<file path="config.mk">
export PLATFORM = sky130hd
export DESIGN_NAME = flwl_loader
export DESIGN_NICKNAME = d
export VERILOG_FILES = /design/src/hw/flwl_byte_reader.v /design/src/hw/flwl_loader.v
export VERILOG_INCLUDE_DIRS = /design/src /design/src/hw
export SDC_FILE = /design/constraint.sdc
export NUM_CORES = 1
export LEC_CHECK = 0
export ABC_CLOCK_PERIOD_IN_PS = 2850
export BUFFER_PORTS_ARGS = -buffer_cell sky130_fd_sc_hd__buf_4
export CORE_ASPECT_RATIO = 0.9
export CORE_MARGIN = 4
export CORE_UTILIZATION = 30
export CTS_BUF_LIST = sky130_fd_sc_hd__clkbuf_16
export CTS_CLUSTER_DIAMETER = 50
export DETAILED_ROUTE_END_ITERATION = 6
export REMOVE_ABC_BUFFERS = 1
export SLEW_MARGIN = 20
export SYNTH_ARGS = -nofsm -noshare
export SYNTH_HDL_FRONTEND = slang
export SYNTH_HIERARCHICAL = 1
export SYNTH_SLANG_ARGS = --single-unit
</file>
<file path="constraint.sdc">
create_clock -name clk_i -period 2.85 [get_ports clk_i]
set_input_delay 0.1425 -clock clk_i [delete_from_list [all_inputs] [get_ports clk_i]]
set_output_delay 0.1425 -clock clk_i [all_outputs]
set_load 0.1 [all_outputs]
</file>
<file path="src/hw/flwl_regs.vh">
// Constants of the flash setup word loader: addresses, layout, reset values, counts.
// Assumes inclusion by bare name from the loader and its byte reader.
`ifndef FLWL_REGS_VH
`define FLWL_REGS_VH

// ----------------------------------------------------------------
// Program space map of the volatile setup bytes
// ----------------------------------------------------------------
`define FLWL_PROG_AW          22
`define FLWL_CFG_BASE         22'h300000
`define FLWL_SETUP_1_LOW      22'h300000
`define FLWL_SETUP_1_HIGH     22'h300001
`define FLWL_SETUP_2_LOW      22'h300002
`define FLWL_SETUP_2_HIGH     22'h300003
`define FLWL_SETUP_3_LOW      22'h300004
`define FLWL_SETUP_3_HIGH     22'h300005
`define FLWL_SETUP_4_LOW      22'h300006
`define FLWL_SETUP_4_HIGH     22'h300007
`define FLWL_IDX_W            3
`define FLWL_NUM_BYTES        8

// ----------------------------------------------------------------
// Flash side: low byte of the top eight byte addresses
// ----------------------------------------------------------------
`define FLWL_FCW_LOW_BYTE     8'hf8
`define FLWL_FCW_PAGE_DEF     12'hfff

// ----------------------------------------------------------------
// Field layout and reset values
// ----------------------------------------------------------------
`define FLWL_LOW_MASK         8'hff
`define FLWL_HIGH_MASK        8'h0f
`define FLWL_BYTE_RESET       8'hff
`define FLWL_READ_ZERO        8'h00

// ----------------------------------------------------------------
// Timing: longest wait for a flash answer, in cycles
// ----------------------------------------------------------------
`define FLWL_WAIT_MAX         16
`define FLWL_WAIT_W           5

`endif
</file>
<file path="src/hw/flwl_byte_reader.v">
// One flash byte read: address out, strobe held until acknowledge or timeout.
// Assumes a flash port on clk_i that answers with a one-cycle acknowledge.
`include "flwl_regs.vh"

module flwl_byte_reader #(
    parameter FLASH_AW = 20,
    parameter WAIT_MAX = `FLWL_WAIT_MAX
) (
    input  wire                clk_i,
    input  wire                srst_i,
    input  wire                start_i,
    input  wire [FLASH_AW-1:0] addr_i,
    output wire                flash_rd_o,
    output reg  [FLASH_AW-1:0] flash_addr_o,
    input  wire [7:0]          flash_rdata_i,
    input  wire                flash_ack_i,
    output reg  [7:0]          data_o,
    output reg                 done_o,
    output reg                 timeout_o
);

    // ----------------------------------------------------------------
    // Request state and wait counter
    // ----------------------------------------------------------------
    reg                    busy_reg;
    reg [`FLWL_WAIT_W-1:0] wait_reg;

    assign flash_rd_o = busy_reg;

    always @(posedge clk_i) begin
        if (srst_i) begin
            busy_reg     <= 1'b0;
            wait_reg     <= {`FLWL_WAIT_W{1'b0}};
            flash_addr_o <= {FLASH_AW{1'b0}};
            data_o       <= `FLWL_BYTE_RESET;
            done_o       <= 1'b0;
            timeout_o    <= 1'b0;
        end else begin
            done_o    <= 1'b0;
            timeout_o <= 1'b0;
            if (!busy_reg) begin
                if (start_i) begin
                    busy_reg     <= 1'b1;
                    wait_reg     <= {`FLWL_WAIT_W{1'b0}};
                    flash_addr_o <= addr_i;
                end
            end else if (flash_ack_i) begin
                busy_reg <= 1'b0;
                data_o   <= flash_rdata_i;
                done_o   <= 1'b1;
            end else if (wait_reg == WAIT_MAX[`FLWL_WAIT_W-1:0] - 1'b1) begin
                // No answer: byte counts as unprogrammed
                busy_reg  <= 1'b0;
                data_o    <= `FLWL_BYTE_RESET;
                done_o    <= 1'b1;
                timeout_o <= 1'b1;
            end else begin
                wait_reg <= wait_reg + 1'b1;
            end
        end
    end

endmodule

</file>
<file path="src/hw/flwl_loader.v">
// Flash setup word loader: copies the top eight flash bytes into volatile setup bytes.
// Assumes the flash port and program space read port share clk_i; srst_i covers
// power-up and every device reset.
//
// Function
// RULE_01 - Setup comes from last four flash words, held in volatile registers.
// RULE_02 - Setup bytes are readable in program space from 300000h upward.
// RULE_03 - Load starts by itself right after power-up and every reset.
// RULE_04 - Bytes are filled once per reset; code held off until done.
// RULE_05 - Flash rewrites reach the active bytes only at the next reset.
// RULE_06 - Byte at 300000h+n is loaded from flash byte F8h+n.
// RULE_07 - Upper nibble of each high byte is unimplemented and reads zero.
// RULE_08 - Programmer should set those upper nibbles to ones.
// RULE_09 - Image builder should reserve the setup word locations.
// RULE_10 - Firmware changes setup only by reprogramming the flash words.
// RULE_11 - Bus writes to setup addresses never alter the active bytes.
`include "flwl_regs.vh"

module flwl_loader #(
    parameter FLASH_AW = 20,
    parameter [FLASH_AW-9:0] FCW_PAGE = `FLWL_FCW_PAGE_DEF,
    parameter WAIT_MAX = `FLWL_WAIT_MAX
) (
    input  wire                         clk_i,
    input  wire                         srst_i,
    input  wire                         prog_rd_i,
    input  wire                         prog_wr_i,
    input  wire [`FLWL_PROG_AW-1:0]     prog_addr_i,
    input  wire [7:0]                   prog_wdata_i,
    output reg  [7:0]                   prog_rdata_o,
    output reg                          prog_hit_o,
    output reg                          wr_ignored_o,
    output wire                         flash_rd_o,
    output wire [FLASH_AW-1:0]          flash_addr_o,
    input  wire [7:0]                   flash_rdata_i,
    input  wire                         flash_ack_i,
    output reg                          cpu_hold_o,
    output reg                          load_done_o,
    output reg                          load_err_o,
    output wire [7:0]                   setup_byte_1_low_o,
    output wire [7:0]                   setup_byte_1_high_o,
    output wire [7:0]                   setup_byte_2_low_o,
    output wire [7:0]                   setup_byte_2_high_o,
    output wire [7:0]                   setup_byte_3_low_o,
    output wire [7:0]                   setup_byte_3_high_o,
    output wire [7:0]                   setup_byte_4_low_o,
    output wire [7:0]                   setup_byte_4_high_o
);

    // ----------------------------------------------------------------
    // Load sequencer states
    // ----------------------------------------------------------------
    localparam [3:0] ST_START = 4'b0001;
    localparam [3:0] ST_FETCH = 4'b0010;
    localparam [3:0] ST_NEXT  = 4'b0100;
    localparam [3:0] ST_DONE  = 4'b1000;

    reg  [3:0]              state_reg;
    reg  [3:0]              state_next;
    reg  [`FLWL_IDX_W-1:0]  idx_reg;
    reg  [`FLWL_IDX_W-1:0]  idx_next;
    reg                     start_fetch;
    reg  [63:0]             cfg_reg;
    wire [63:0]             cfg_next;
    wire [7:0]              rd_byte;
    wire                    rd_done;
    wire                    rd_timeout;
    wire [FLASH_AW-1:0]     fetch_addr;
    wire                    addr_hit;
    wire [`FLWL_IDX_W-1:0]  addr_idx;
    wire [7:0]              sel_byte;

    // ----------------------------------------------------------------
    // Flash address of the current byte
    // ----------------------------------------------------------------
    // RULE_06 flash byte order
    assign fetch_addr = {FCW_PAGE, `FLWL_FCW_LOW_BYTE + {5'h00, idx_reg}};

    flwl_byte_reader #(
        .FLASH_AW (FLASH_AW),
        .WAIT_MAX (WAIT_MAX)
    ) u_reader (
        .clk_i         (clk_i),
        .srst_i        (srst_i),
        .start_i       (start_fetch),
        .addr_i        (fetch_addr),
        .flash_rd_o    (flash_rd_o),
        .flash_addr_o  (flash_addr_o),
        .flash_rdata_i (flash_rdata_i),
        .flash_ack_i   (flash_ack_i),
        .data_o        (rd_byte),
        .done_o        (rd_done),
        .timeout_o     (rd_timeout)
    );

    // ----------------------------------------------------------------
    // Sequencer next state
    // ----------------------------------------------------------------
    always @* begin
        state_next  = state_reg;
        idx_next    = idx_reg;
        start_fetch = 1'b0;
        case (state_reg)
            // RULE_03 load after reset
            ST_START: begin
                start_fetch = 1'b1;
                state_next  = ST_FETCH;
            end
            ST_FETCH: begin
                if (rd_done) begin
                    state_next = ST_NEXT;
                end
            end
            ST_NEXT: begin
                if (idx_reg == `FLWL_NUM_BYTES - 1) begin
                    state_next = ST_DONE;
                end else begin
                    idx_next   = idx_reg + 1'b1;
                    state_next = ST_START;
                end
            end
            // RULE_04 single load
            ST_DONE: begin
                state_next = ST_DONE;
            end
            default: begin
                state_next = ST_START;
                idx_next   = {`FLWL_IDX_W{1'b0}};
            end
        endcase
    end

    always @(posedge clk_i) begin
        if (srst_i) begin
            state_reg <= ST_START;
            idx_reg   <= {`FLWL_IDX_W{1'b0}};
        end else begin
            state_reg <= state_next;
            idx_reg   <= idx_next;
        end
    end

    // ----------------------------------------------------------------
    // Volatile setup bytes
    // ----------------------------------------------------------------
    genvar gi;
    generate
        for (gi = 0; gi < `FLWL_NUM_BYTES; gi = gi + 1) begin : g_byte
            // RULE_07 high nibble absent
            localparam [7:0] MASK = (gi % 2 == 1) ? `FLWL_HIGH_MASK : `FLWL_LOW_MASK;
            // RULE_01 volatile copy
            assign cfg_next[gi*8 +: 8] =
                (state_reg == ST_FETCH && rd_done && idx_reg == gi) ?
                (rd_byte & MASK) : cfg_reg[gi*8 +: 8];
        end
    endgenerate

    // RULE_05 update only in load
    // RULE_10 no direct firmware path
    always @(posedge clk_i) begin
        if (srst_i) begin
            cfg_reg <= {4{`FLWL_HIGH_MASK, `FLWL_LOW_MASK}};
        end else begin
            cfg_reg <= cfg_next;
        end
    end

    assign setup_byte_1_low_o  = cfg_reg[7:0];
    assign setup_byte_1_high_o = cfg_reg[15:8];
    assign setup_byte_2_low_o  = cfg_reg[23:16];
    assign setup_byte_2_high_o = cfg_reg[31:24];
    assign setup_byte_3_low_o  = cfg_reg[39:32];
    assign setup_byte_3_high_o = cfg_reg[47:40];
    assign setup_byte_4_low_o  = cfg_reg[55:48];
    assign setup_byte_4_high_o = cfg_reg[63:56];

    // ----------------------------------------------------------------
    // Load status and processor hold
    // ----------------------------------------------------------------
    always @(posedge clk_i) begin
        if (srst_i) begin
            cpu_hold_o  <= 1'b1;
            load_done_o <= 1'b0;
            load_err_o  <= 1'b0;
        end else begin
            // RULE_04 code waits for load
            cpu_hold_o  <= (state_next != ST_DONE);
            load_done_o <= (state_next == ST_DONE);
            if (rd_timeout) begin
                load_err_o <= 1'b1;
            end
        end
    end

    // ----------------------------------------------------------------
    // Program space access
    // ----------------------------------------------------------------
    // RULE_02 mapped at base
    assign addr_hit = (prog_addr_i[`FLWL_PROG_AW-1:`FLWL_IDX_W] ==
                       `FLWL_CFG_BASE >> `FLWL_IDX_W);
    assign addr_idx = prog_addr_i[`FLWL_IDX_W-1:0];
    assign sel_byte = cfg_reg[addr_idx*8 +: 8];

    always @(posedge clk_i) begin
        if (srst_i) begin
            prog_rdata_o <= `FLWL_READ_ZERO;
            prog_hit_o   <= 1'b0;
            wr_ignored_o <= 1'b0;
        end else begin
            prog_hit_o <= (prog_rd_i | prog_wr_i) & addr_hit;
            if (prog_rd_i && addr_hit) begin
                prog_rdata_o <= sel_byte;
            end else begin
                prog_rdata_o <= `FLWL_READ_ZERO;
            end
            // RULE_11 writes dropped
            wr_ignored_o <= prog_wr_i & addr_hit & (prog_wdata_i == prog_wdata_i);
        end
    end

endmodule

</file>
After elaboration in Yosys (flattened, before gate mapping). Index checks and enable logic that the tools add are counted.

Word-level logic and storage cells: 89. Register bits: 93. Output and inout port bits: 98. Input bits: 43.

Shift-type cells: 1. Reductions and logical operators: 21. Multiplexer cells: 18. Add/subtract/negate cells: 3. Equal/unequal tests: 18. Bitwise operators: 6.

Operators with widths (count): variable part select 64 x 7 -> 8 bit (1); 2-to-1 mux 5 bit (4); == test 19 bit (second input constant) (1); 2-to-1 mux 8 bit (2); one-hot mux 4 bit (4 select lines) (1); == test 3 bit (second input constant) (4); logical AND 1 bit (10); == test 4 bit (second input constant) (2); 2-to-1 mux 4 bit (2); 2-to-1 mux 1 bit (7); == test 3 x 2 -> 1 bit (second input constant) (2); inequality test 2 bit (second input constant) (3); one-hot mux 3 bit (2 select lines) (1); AND reduction 2 bit (3); OR reduction 3 bit (2); adder 4 x 4 -> 5 bit (first input constant) (1); adder 5 x 1 -> 5 bit (second input constant) (1); == test 5 x 4 -> 1 bit (second input constant) (1); == test 4 x 1 -> 1 bit (second input constant) (1); == test 4 x 2 -> 1 bit (second input constant) (1); == test 4 x 3 -> 1 bit (second input constant) (1); inequality test 4 bit (second input constant) (1); nonzero test 2 bit (2); OR reduction 2 bit (2); 8 further kinds (11).

Depth between registers and ports, before layout. Gate-level depths: netlist of the first run.

Depth after elaboration: 4. Mapped depth: 8. Mapped depth without buffers: 6.

By module. Netlist of the first run, hierarchy kept.

By module, submodules not included: flwl_loader (cells each 316, instances 1, area each 3209.3 sq um); flwl_byte_reader (cells each 154, instances 1, area each 1337.5 sq um).

Least setup slack after synthesis of the first run. OpenSTA, ideal clock, no wires.

Path type: register to register. From: register u_reader.busy_reg, in the netlist u_reader/flash_rd_o. To: register u_reader.wait_reg[4]. Clock period less this slack: 1.887 ns. Arrival: 1.759 ns. Data required time: 2.722 ns. Slack: 0.963 ns. Stages on the path, launching flop included: 5. Cells stage by stage: dfxtp_1 buf_6 or3b_1 a31oi_1 nor2_1.

Cells in the longest elaborated chain, start to end: 2. Elaborated cells between the ends (all ways): 5.

RTL lines: start: declaration (line flwl_byte_reader.v:25) `reg busy_reg;`; start signal: assignment (line flwl_byte_reader.v:32) `busy_reg <= 1'b0;`; start signal: assignment (line flwl_byte_reader.v:43) `busy_reg <= 1'b1;`; start signal: assignment (line flwl_byte_reader.v:48) `busy_reg <= 1'b0;`; inequality test 2 bit (no source line) / nonzero test 2 bit (equally long branches); AND reduction 3 bit (no source line); end signal: assignment (line flwl_byte_reader.v:33) `` wait_reg <= {`FLWL_WAIT_W{1'b0}}; ``; end signal: assignment (line flwl_byte_reader.v:44) `` wait_reg <= {`FLWL_WAIT_W{1'b0}}; ``; end signal: assignment (line flwl_byte_reader.v:58) `wait_reg <= wait_reg + 1'b1;`; end: declaration (line flwl_byte_reader.v:26) `` reg [`FLWL_WAIT_W-1:0] wait_reg; ``.

Several ways; a longest one is shown, not always the timed one. A chain may end at the register's enable or synchronous reset.

Worst setup path after layout of the first run.
From: register state_reg[0]. To: register u_reader.wait_reg[4].

Cells in the longest elaborated chain, start to end: 4.

RTL lines: start: declaration (line flwl_loader.v:58) `reg [3:0] state_reg;`; start signal: assignment (line flwl_loader.v:138) `state_reg <= state_next;`; == test 4 x 1 -> 1 bit (line flwl_loader.v:103) `case (state_reg)`; 2-to-1 mux 1 bit (line flwl_loader.v:103); named net start_fetch (line flwl_loader.v:62) `reg start_fetch;`; nonzero test 2 bit (no source line); AND reduction 3 bit (no source line).

The timed path passes the listed nets, and every way through them passes these cells.

==> results of run 1 <==
[power by group through the flow]
stage          logic [uW]  clock network [uW]  registers [uW]
2_1_floorplan         239                   0            1800
3_3_place_gp          637                   0            1570
3_5_place_dp          644                   0            1570
4_1_cts               653                1220            1540
5_1_grt               685                1280            1550
6_report              648                1180            1540
[through the flow]
stage / worst slack, ns / util / cells
CTS: 0.833 / 0.397 / 795
floorplan: 0.747 / - / 454
global placement: 0.881 / 0.374 / 773
global route: 0.607 / 0.397 / 795
detailed placement: 0.862 / 0.374 / 773
finish: 0.881 / 0.397 / 795
[final timing paths]
| path | start | endpoint |
|---|---|---|
| worst max register to register | state_reg[0] | u_reader/wait_reg[4] |
| worst min register to register | u_reader/timeout_o | load_err_o |
| worst max-delay path | state_reg[0] | u_reader/wait_reg[4] |
| worst min-delay path | flash_ack_i | u_reader/timeout_o |
[layout by cell type, fill, tap and decap left out, types with 4 or more instances in the layout]
master | netlist | routed
mux4_2 | 12 | 12
nand2b_1 | 11 | 11
nand2_1 | 44 | 44
a211o_1 | 25 | 25
mux2i_1 | 12 | 12
and2_1 | 6 | 6
a21oi_1 | 24 | 24
a31oi_1 | 17 | 17
o211ai_1 | 4 | 4
ha_1 | 8 | 8
dlygate4sd3_1 | 0 | 6
nor2_1 | 22 | 22
o21ai_0 | 19 | 19
conb_1 | 2 | 33
inv_1 | 23 | 23
clkbuf_16 | 0 | 9
dfxtp_1 | 104 | 104
nor4b_1 | 7 | 7
o22ai_1 | 8 | 8
nand3_1 | 4 | 4
nor3_1 | 8 | 8
buf_4 | 19 | 121
and3_1 | 26 | 26
[synthesized netlist by cell type (all sizes together), types with 7 or more instances]
cell type / n
inv: 23
o21ai: 20
and2: 7
ha: 8
nor2: 22
clkbuf: 11
nand2b: 11
o22ai: 8
buf: 36
mux2i: 12
nand2: 47
nor4b: 8
and3: 27
a21oi: 24
a31oi: 17
nor3: 8
dfxtp: 104
a211o: 25
mux4: 12
[final cells by class]
| type | instances | share of cell area |
|---|---|---|
| Clock buffer | 9 | 0.0384 |
| Clock inverter | 7 | 0.00938 |
| Inverter | 23 | 0.0147 |
| Multi-Input combinational cell | 327 | 0.376 |
| Sequential cell | 104 | 0.355 |
| Tap cell | 198 | 0.0422 |
| Timing Repair Buffer | 127 | 0.165 |
[layer usage]
| layer | wire (um) | share of wire | up-vias |
|---|---|---|---|
| met3 | 1120 | 0.091 | 20 |
| met5 | 0 | 0 | - |
| met1 | 5510 | 0.45 | 1836 |
| met2 | 5460 | 0.44 | 142 |
| met4 | 212 | 0.017 | 0 |
| li1 | - | - | 1867 |
[cell families after synthesis]
kind of cell	share of synthesized area
AND/OR/NAND/NOR	0.198
AO/OA/AOI/OAI	0.150
flip-flops	0.458
buffers and inverters	0.0828
multiplexers	0.0859
adder cells (fa/ha/maj)	0.0220
other	0.00165
XOR/XNOR	0.00193
[repair_timing]
item,4_1_cts,5_1_grt
hold endpoints to repair,6,0
gates resized for setup,0,0
hold buffers,6,0
[critical path: stages (launching register included)]
cell and delay, ns:
dfxtp_1 0.45, or2b_1 0.27, nor3_1 0.20, nand2b_1 0.52, a31oi_1 0.33, nor2_1 0.05
==> out/results.tsv, run 1 <==
metric	value	unit
Post-route DRC	0	
status	finished clean	
Arrival @ worst endpoint	2.18	ns
Setup TNS	0	ns
vias per inst	4.86	
Core ar.	0.0148	sq mm
layout cells sized above 1	0.268	
FILL cells	1467	
final setup violation count	0	
routed wire length per instance	15.5	um
PortBufs	116	
vias in the first global route	3647	
Clock Power Share	0.350	
setup slack, reg-to-reg	0.88	ns
Initial Utilization	0.308	
Post-Synthesis Cells	470	
largest net degree at the start of global routing	74	
gr usage total	0.140	
Ports	141	
H-tree depth	3	
fraction of registers with async set/reset	0	
Most used DFF post-synth	dfxtp_1	
top post-synthesis cells by area	dfxtp_1, mux4_2, a211o_1, nand2_1, and3_1	
Layout area overhead	29.1	%
Setup crit end kind	flop	
part of the power in registers	0.458	
HPWL Detailed	9100	um
max-cap viol count	0	
sequential cell area	0.00208	sq mm
required time worst endpoint	3.06	ns
sw frac	0.332	
Post-synth EDFFs	0	
First DRT Iteration DRCs	195	
GP Congestion	0.779	
die extent in y	125	um
antenna fix cells	0	
post-synth top area cell	dfxtp_1	
Tot Pwr	3370	uW
antenna violations before repair	0	
area of the multi-input gates	0.00220	sq mm
HP Class	input pin to flop	
RSZ-0062 raised after global routing	false	
CP Max Fanout	24	
pwr dens	574	mW/mm^2
YS warnings	6	
worst-margin pin slew	0.895	ns
mean post-synth cell area	9.67	sq um
Seq/Total Area, Yosys	0.458	
share of the synthesized area in the top cell type	0.458	
Routed Antenna Nets	0	
WHS	0.0226	ns
met2 usage	0.218	
first-pass GRT wire length	19200	um
final worst clock skew	0.00950	ns
Final Cell Area	0.00587	sq mm
die area	0.0172	sq mm
num rows	42	
Slew headroom	0.404	
fin crit share	0.691	
Cell Int Power	2250	uW
1st-pass router iterations	4	
Post-Syn Area	0.00455	sq mm
Crit Path Class	flop to flop	
Startpoint Class	flop	
Hold Crit Depth	2	
gr busiest metal	met2	
synthesized flop and latch total	104	
fmax	508	MHz
nets@finish	643	
Comb power frac	0.192	
final hold violations	0	
Post-CTS Repair Setup Buffers	0	
die span in x	138	um
CTS Root Cell	clkbuf_16	
DRT Wirelength	12300	um
min Tclk post-route	1.97	ns
Clock Tree Buf Depth	2	
Worst-Skew Late Latency	0.35	ns
Leak Pwr	0.00258	uW
met3 Use GR	0.0525	
CTS Sinks	104	
VDD IR max	0.406	mV
Slew Viols, Final	0	
dpl cell area	0.00553	sq mm
met1 usage in global routing	0.179	
vias post-DR	3865	
GR Overflow Total	0	
total CTS buffers	9	
switching pwr	1120	uW
CTS clk-pin slew, worst paths	0.07	ns
max reg flops	48	
R2R cell count	5	
synth unique cells	54	
TritonCTS clock tree	yes	
Note: power is estimated with default switching activity, not from simulation.
==> run 2: changes to the inputs <==
--- a/config.mk
+++ b/config.mk
@@ -6,7 +6,8 @@
 export SDC_FILE = /design/constraint.sdc
 export NUM_CORES = 1
 export LEC_CHECK = 0
-export ABC_CLOCK_PERIOD_IN_PS = 2850
+export ABC_AREA = 1
+export ABC_CLOCK_PERIOD_IN_PS = 1800
 export BUFFER_PORTS_ARGS = -buffer_cell sky130_fd_sc_hd__buf_4
 export CORE_ASPECT_RATIO = 0.9
 export CORE_MARGIN = 4
==> constraint.sdc (replaced) <==
create_clock -name clk_i -period 1.8 [get_ports clk_i]
set_input_delay 0.09 -clock clk_i [delete_from_list [all_inputs] [get_ports clk_i]]
set_output_delay 0.09 -clock clk_i [all_outputs]
set_load 0.1 [all_outputs]
==> out/results.tsv, run 2 <==
metric	value	unit
status	finished clean	
num rows	42	
Crit Path Class	flop to flop	
synth unique cells	29	
vias post-DR	4017	
fraction of registers with async set/reset	0	
Slew headroom	0.633	
die area	0.0172	sq mm
Comb power frac	0.264	
Seq/Total Area, Yosys	0.458	
Ports	141	
max incr delay on CP	0.32	ns
HPWL Detailed	8670	um
final setup violation count	0	
sw frac	0.369	
routed wire length per instance	13.3	um
nets@finish	761	
commonest non-fill, non-tap cell in the layout	buf_4	
Setup crit end kind	flop	
Layout Utilization	0.400	
mean post-synth cell area	7.84	sq um
synthesized flop and latch total	104	
PostCTS Resize Cnt	0	
largest net degree at the start of global routing	48	
layout cells sized above 1	0.222	
Cell Int Power	3670	uW
Clock Power Share	0.305	
First DRT Iteration DRCs	222	
critical path cell sequence	ha_1, nand2_1, nor2_1, ha_1, nor2_1, nand2_1, nand3_1, a21oi_1	
part of the power in registers	0.431	
fmax	650	MHz
vias per inst	4.40	
GR Overflow Total	0	
list of most frequent post-synthesis cells	nor2_1, dfxtp_1, nand2_1	
final worst clock skew	0.00613	ns
CP Max Fanout	3	
GP Congestion	0.785	
share of the synthesized area in the top cell type	0.458	
max-cap viol count	0	
post-synth top area cell	dfxtp_1	
antenna violations before repair	0	
Post-Synthesis Cells	580	
DRT Wirelength	12100	um
YS warnings	6	
CP max-delay cell	dfxtp_1	
HP Class	input pin to flop	
total CTS buffers	9	
pwr dens	987	mW/mm^2
required time worst endpoint	2.03	ns
Most used DFF post-synth	dfxtp_1	
most frequent cell after synthesis	nor2_1	
Arrival @ worst endpoint	1.77	ns
TritonCTS clock tree	yes	
fin crit share	0.855	
vias in the first global route	3707	
Startpoint Class	flop	
1st-pass router iterations	4	
Clock Tree Buf Depth	2	
H-tree depth	3	
RSZ-0062 raised after global routing	false	
placed instance count	886	
Post-Syn Area	0.00455	sq mm
final hold violations	0	
max reg flops	48	
worst-margin pin slew	0.551	ns
min Tclk post-route	1.54	ns
gr usage total	0.142	
CTS Root Cell	clkbuf_16	
VDD IR max	0.948	mV
Leak Pwr	0.00296	uW
die extent in y	125	um
most frequent cells in the layout	buf_4, nor2_1, dfxtp_1, nand2_1, inv_1	
Core ar.	0.0148	sq mm
die span in x	138	um
top post-synthesis cells by area	dfxtp_1, nor2_1, nand2_1, o211ai_1, o21ai_0	
Slew Viols, Final	0	
CTS clk-pin slew, worst paths	0.07	ns
final cell count without fillers	913	
Initial Utilization	0.308	
Post-synth EDFFs	0	
switching pwr	2150	uW
antenna fix cells	0	
Worst-Skew Late Latency	0.34	ns
Layout area overhead	29.8	%
PortBufs	116	
first-pass GRT wire length	19500	um
CTS Sinks	104	
Post-route DRC	0	
Routed Antenna Nets	0	
run 2: cell types whose count changed after synthesis, moves of 13 or more:
cell / before / now
o21ai_0: 19 / 42
and3_1: 26 / 0
inv_1: 23 / 46
nand3_1: 4 / 17
a211o_1: 25 / 0
nand2_1: 44 / 103
a31oi_1: 17 / 0
nor2_1: 22 / 108
o211ai_1: 4 / 30
run 2: path summary, 6_finish.rpt:
check	slack, ns	cells past startpoint	end	start
worst min-delay path	0.03	3	prog_hit_o	prog_rd_i
worst max register to register	0.26	8	u_reader/wait_reg[1]	u_reader/wait_reg[0]
worst max-delay path	0.26	8	u_reader/wait_reg[1]	u_reader/wait_reg[0]
worst min register to register	0.44	2	load_err_o	u_reader/timeout_o
run 2: logic make-up (layout without fill, tap and decap cells):
family / Yosys count / in the layout / synth area share
DFF: 104 / 104 / 0.458
buffers and inverters: 94 / 198 / 0.107
adders and majority gates: 8 / 8 / 0.0220
other: 2 / 33 / 0.00165
and+or+nand+nor: 255 / 255 / 0.246
AOI/OAI and AO/OA: 117 / 117 / 0.166
run 2: area by class of cell:
| cell class | count | area [sq um] |
|---|---|---|
| Timing Repair Buffer | 132 | 1020 |
| Fill cell | 1552 | 8860 |
| Inverter | 50 | 193 |
| Tap cell | 198 | 248 |
| Multi-Input combinational cell | 413 | 2090 |
| Clock buffer | 9 | 225 |
| Clock inverter | 7 | 41.3 |
| Sequential cell | 104 | 2080 |
run 2: metrics by stage:
| step | hold WS, ns | power (uW) | setup WS (ns) | TNS (ns) | area (sq um) |
|---|---|---|---|---|---|
| floorplan | 0.159 | 3720 | -0.00804 | -0.0238 | 4370 |
| global placement | 0.318 | 4080 | 0.295 | 0 | 5530 |
| detailed placement | 0.323 | 4090 | 0.275 | 0 | 5530 |
| CTS | 0.0268 | 5900 | 0.265 | 0 | 5900 |
| global route | 0.0464 | 6120 | 0.114 | 0 | 5900 |
| finish | 0.0343 | 5830 | 0.262 | 0 | 5900 |
run 2: timing repair:
action,in CTS,in global routing
setup buffers,0,0
hold buffers,11,0
endpoints found under the hold margin,12,0
run 2: layer usage:
metal / track usage / up-vias / wire length [um]
met5: 0 / - / 0
met4: 0.0244 / 0 / 64
met3: 0.0460 / 6 / 1040
met2: 0.212 / 133 / 5220
met1: 0.202 / 1762 / 5810
li1: - / 2116 / -
run 2: power groups by stage:
stage	combinational, uW	clock [uW]	sequential [uW]
finish	1540	1770	2510
global route	1650	1940	2530
CTS	1550	1840	2510
detailed placement	1530	0	2560
global placement	1520	0	2560
floorplan	536	0	3180
run 2: worst max-delay path, delay by kind of cell (launching register included):
kind | cells | cell delay [ns]
AO/OA/AOI/OAI | 1 | 0.06
adder cells (fa/ha/maj) | 2 | 0.39
flip-flops | 1 | 0.32
AND/OR/NAND/NOR | 5 | 0.65
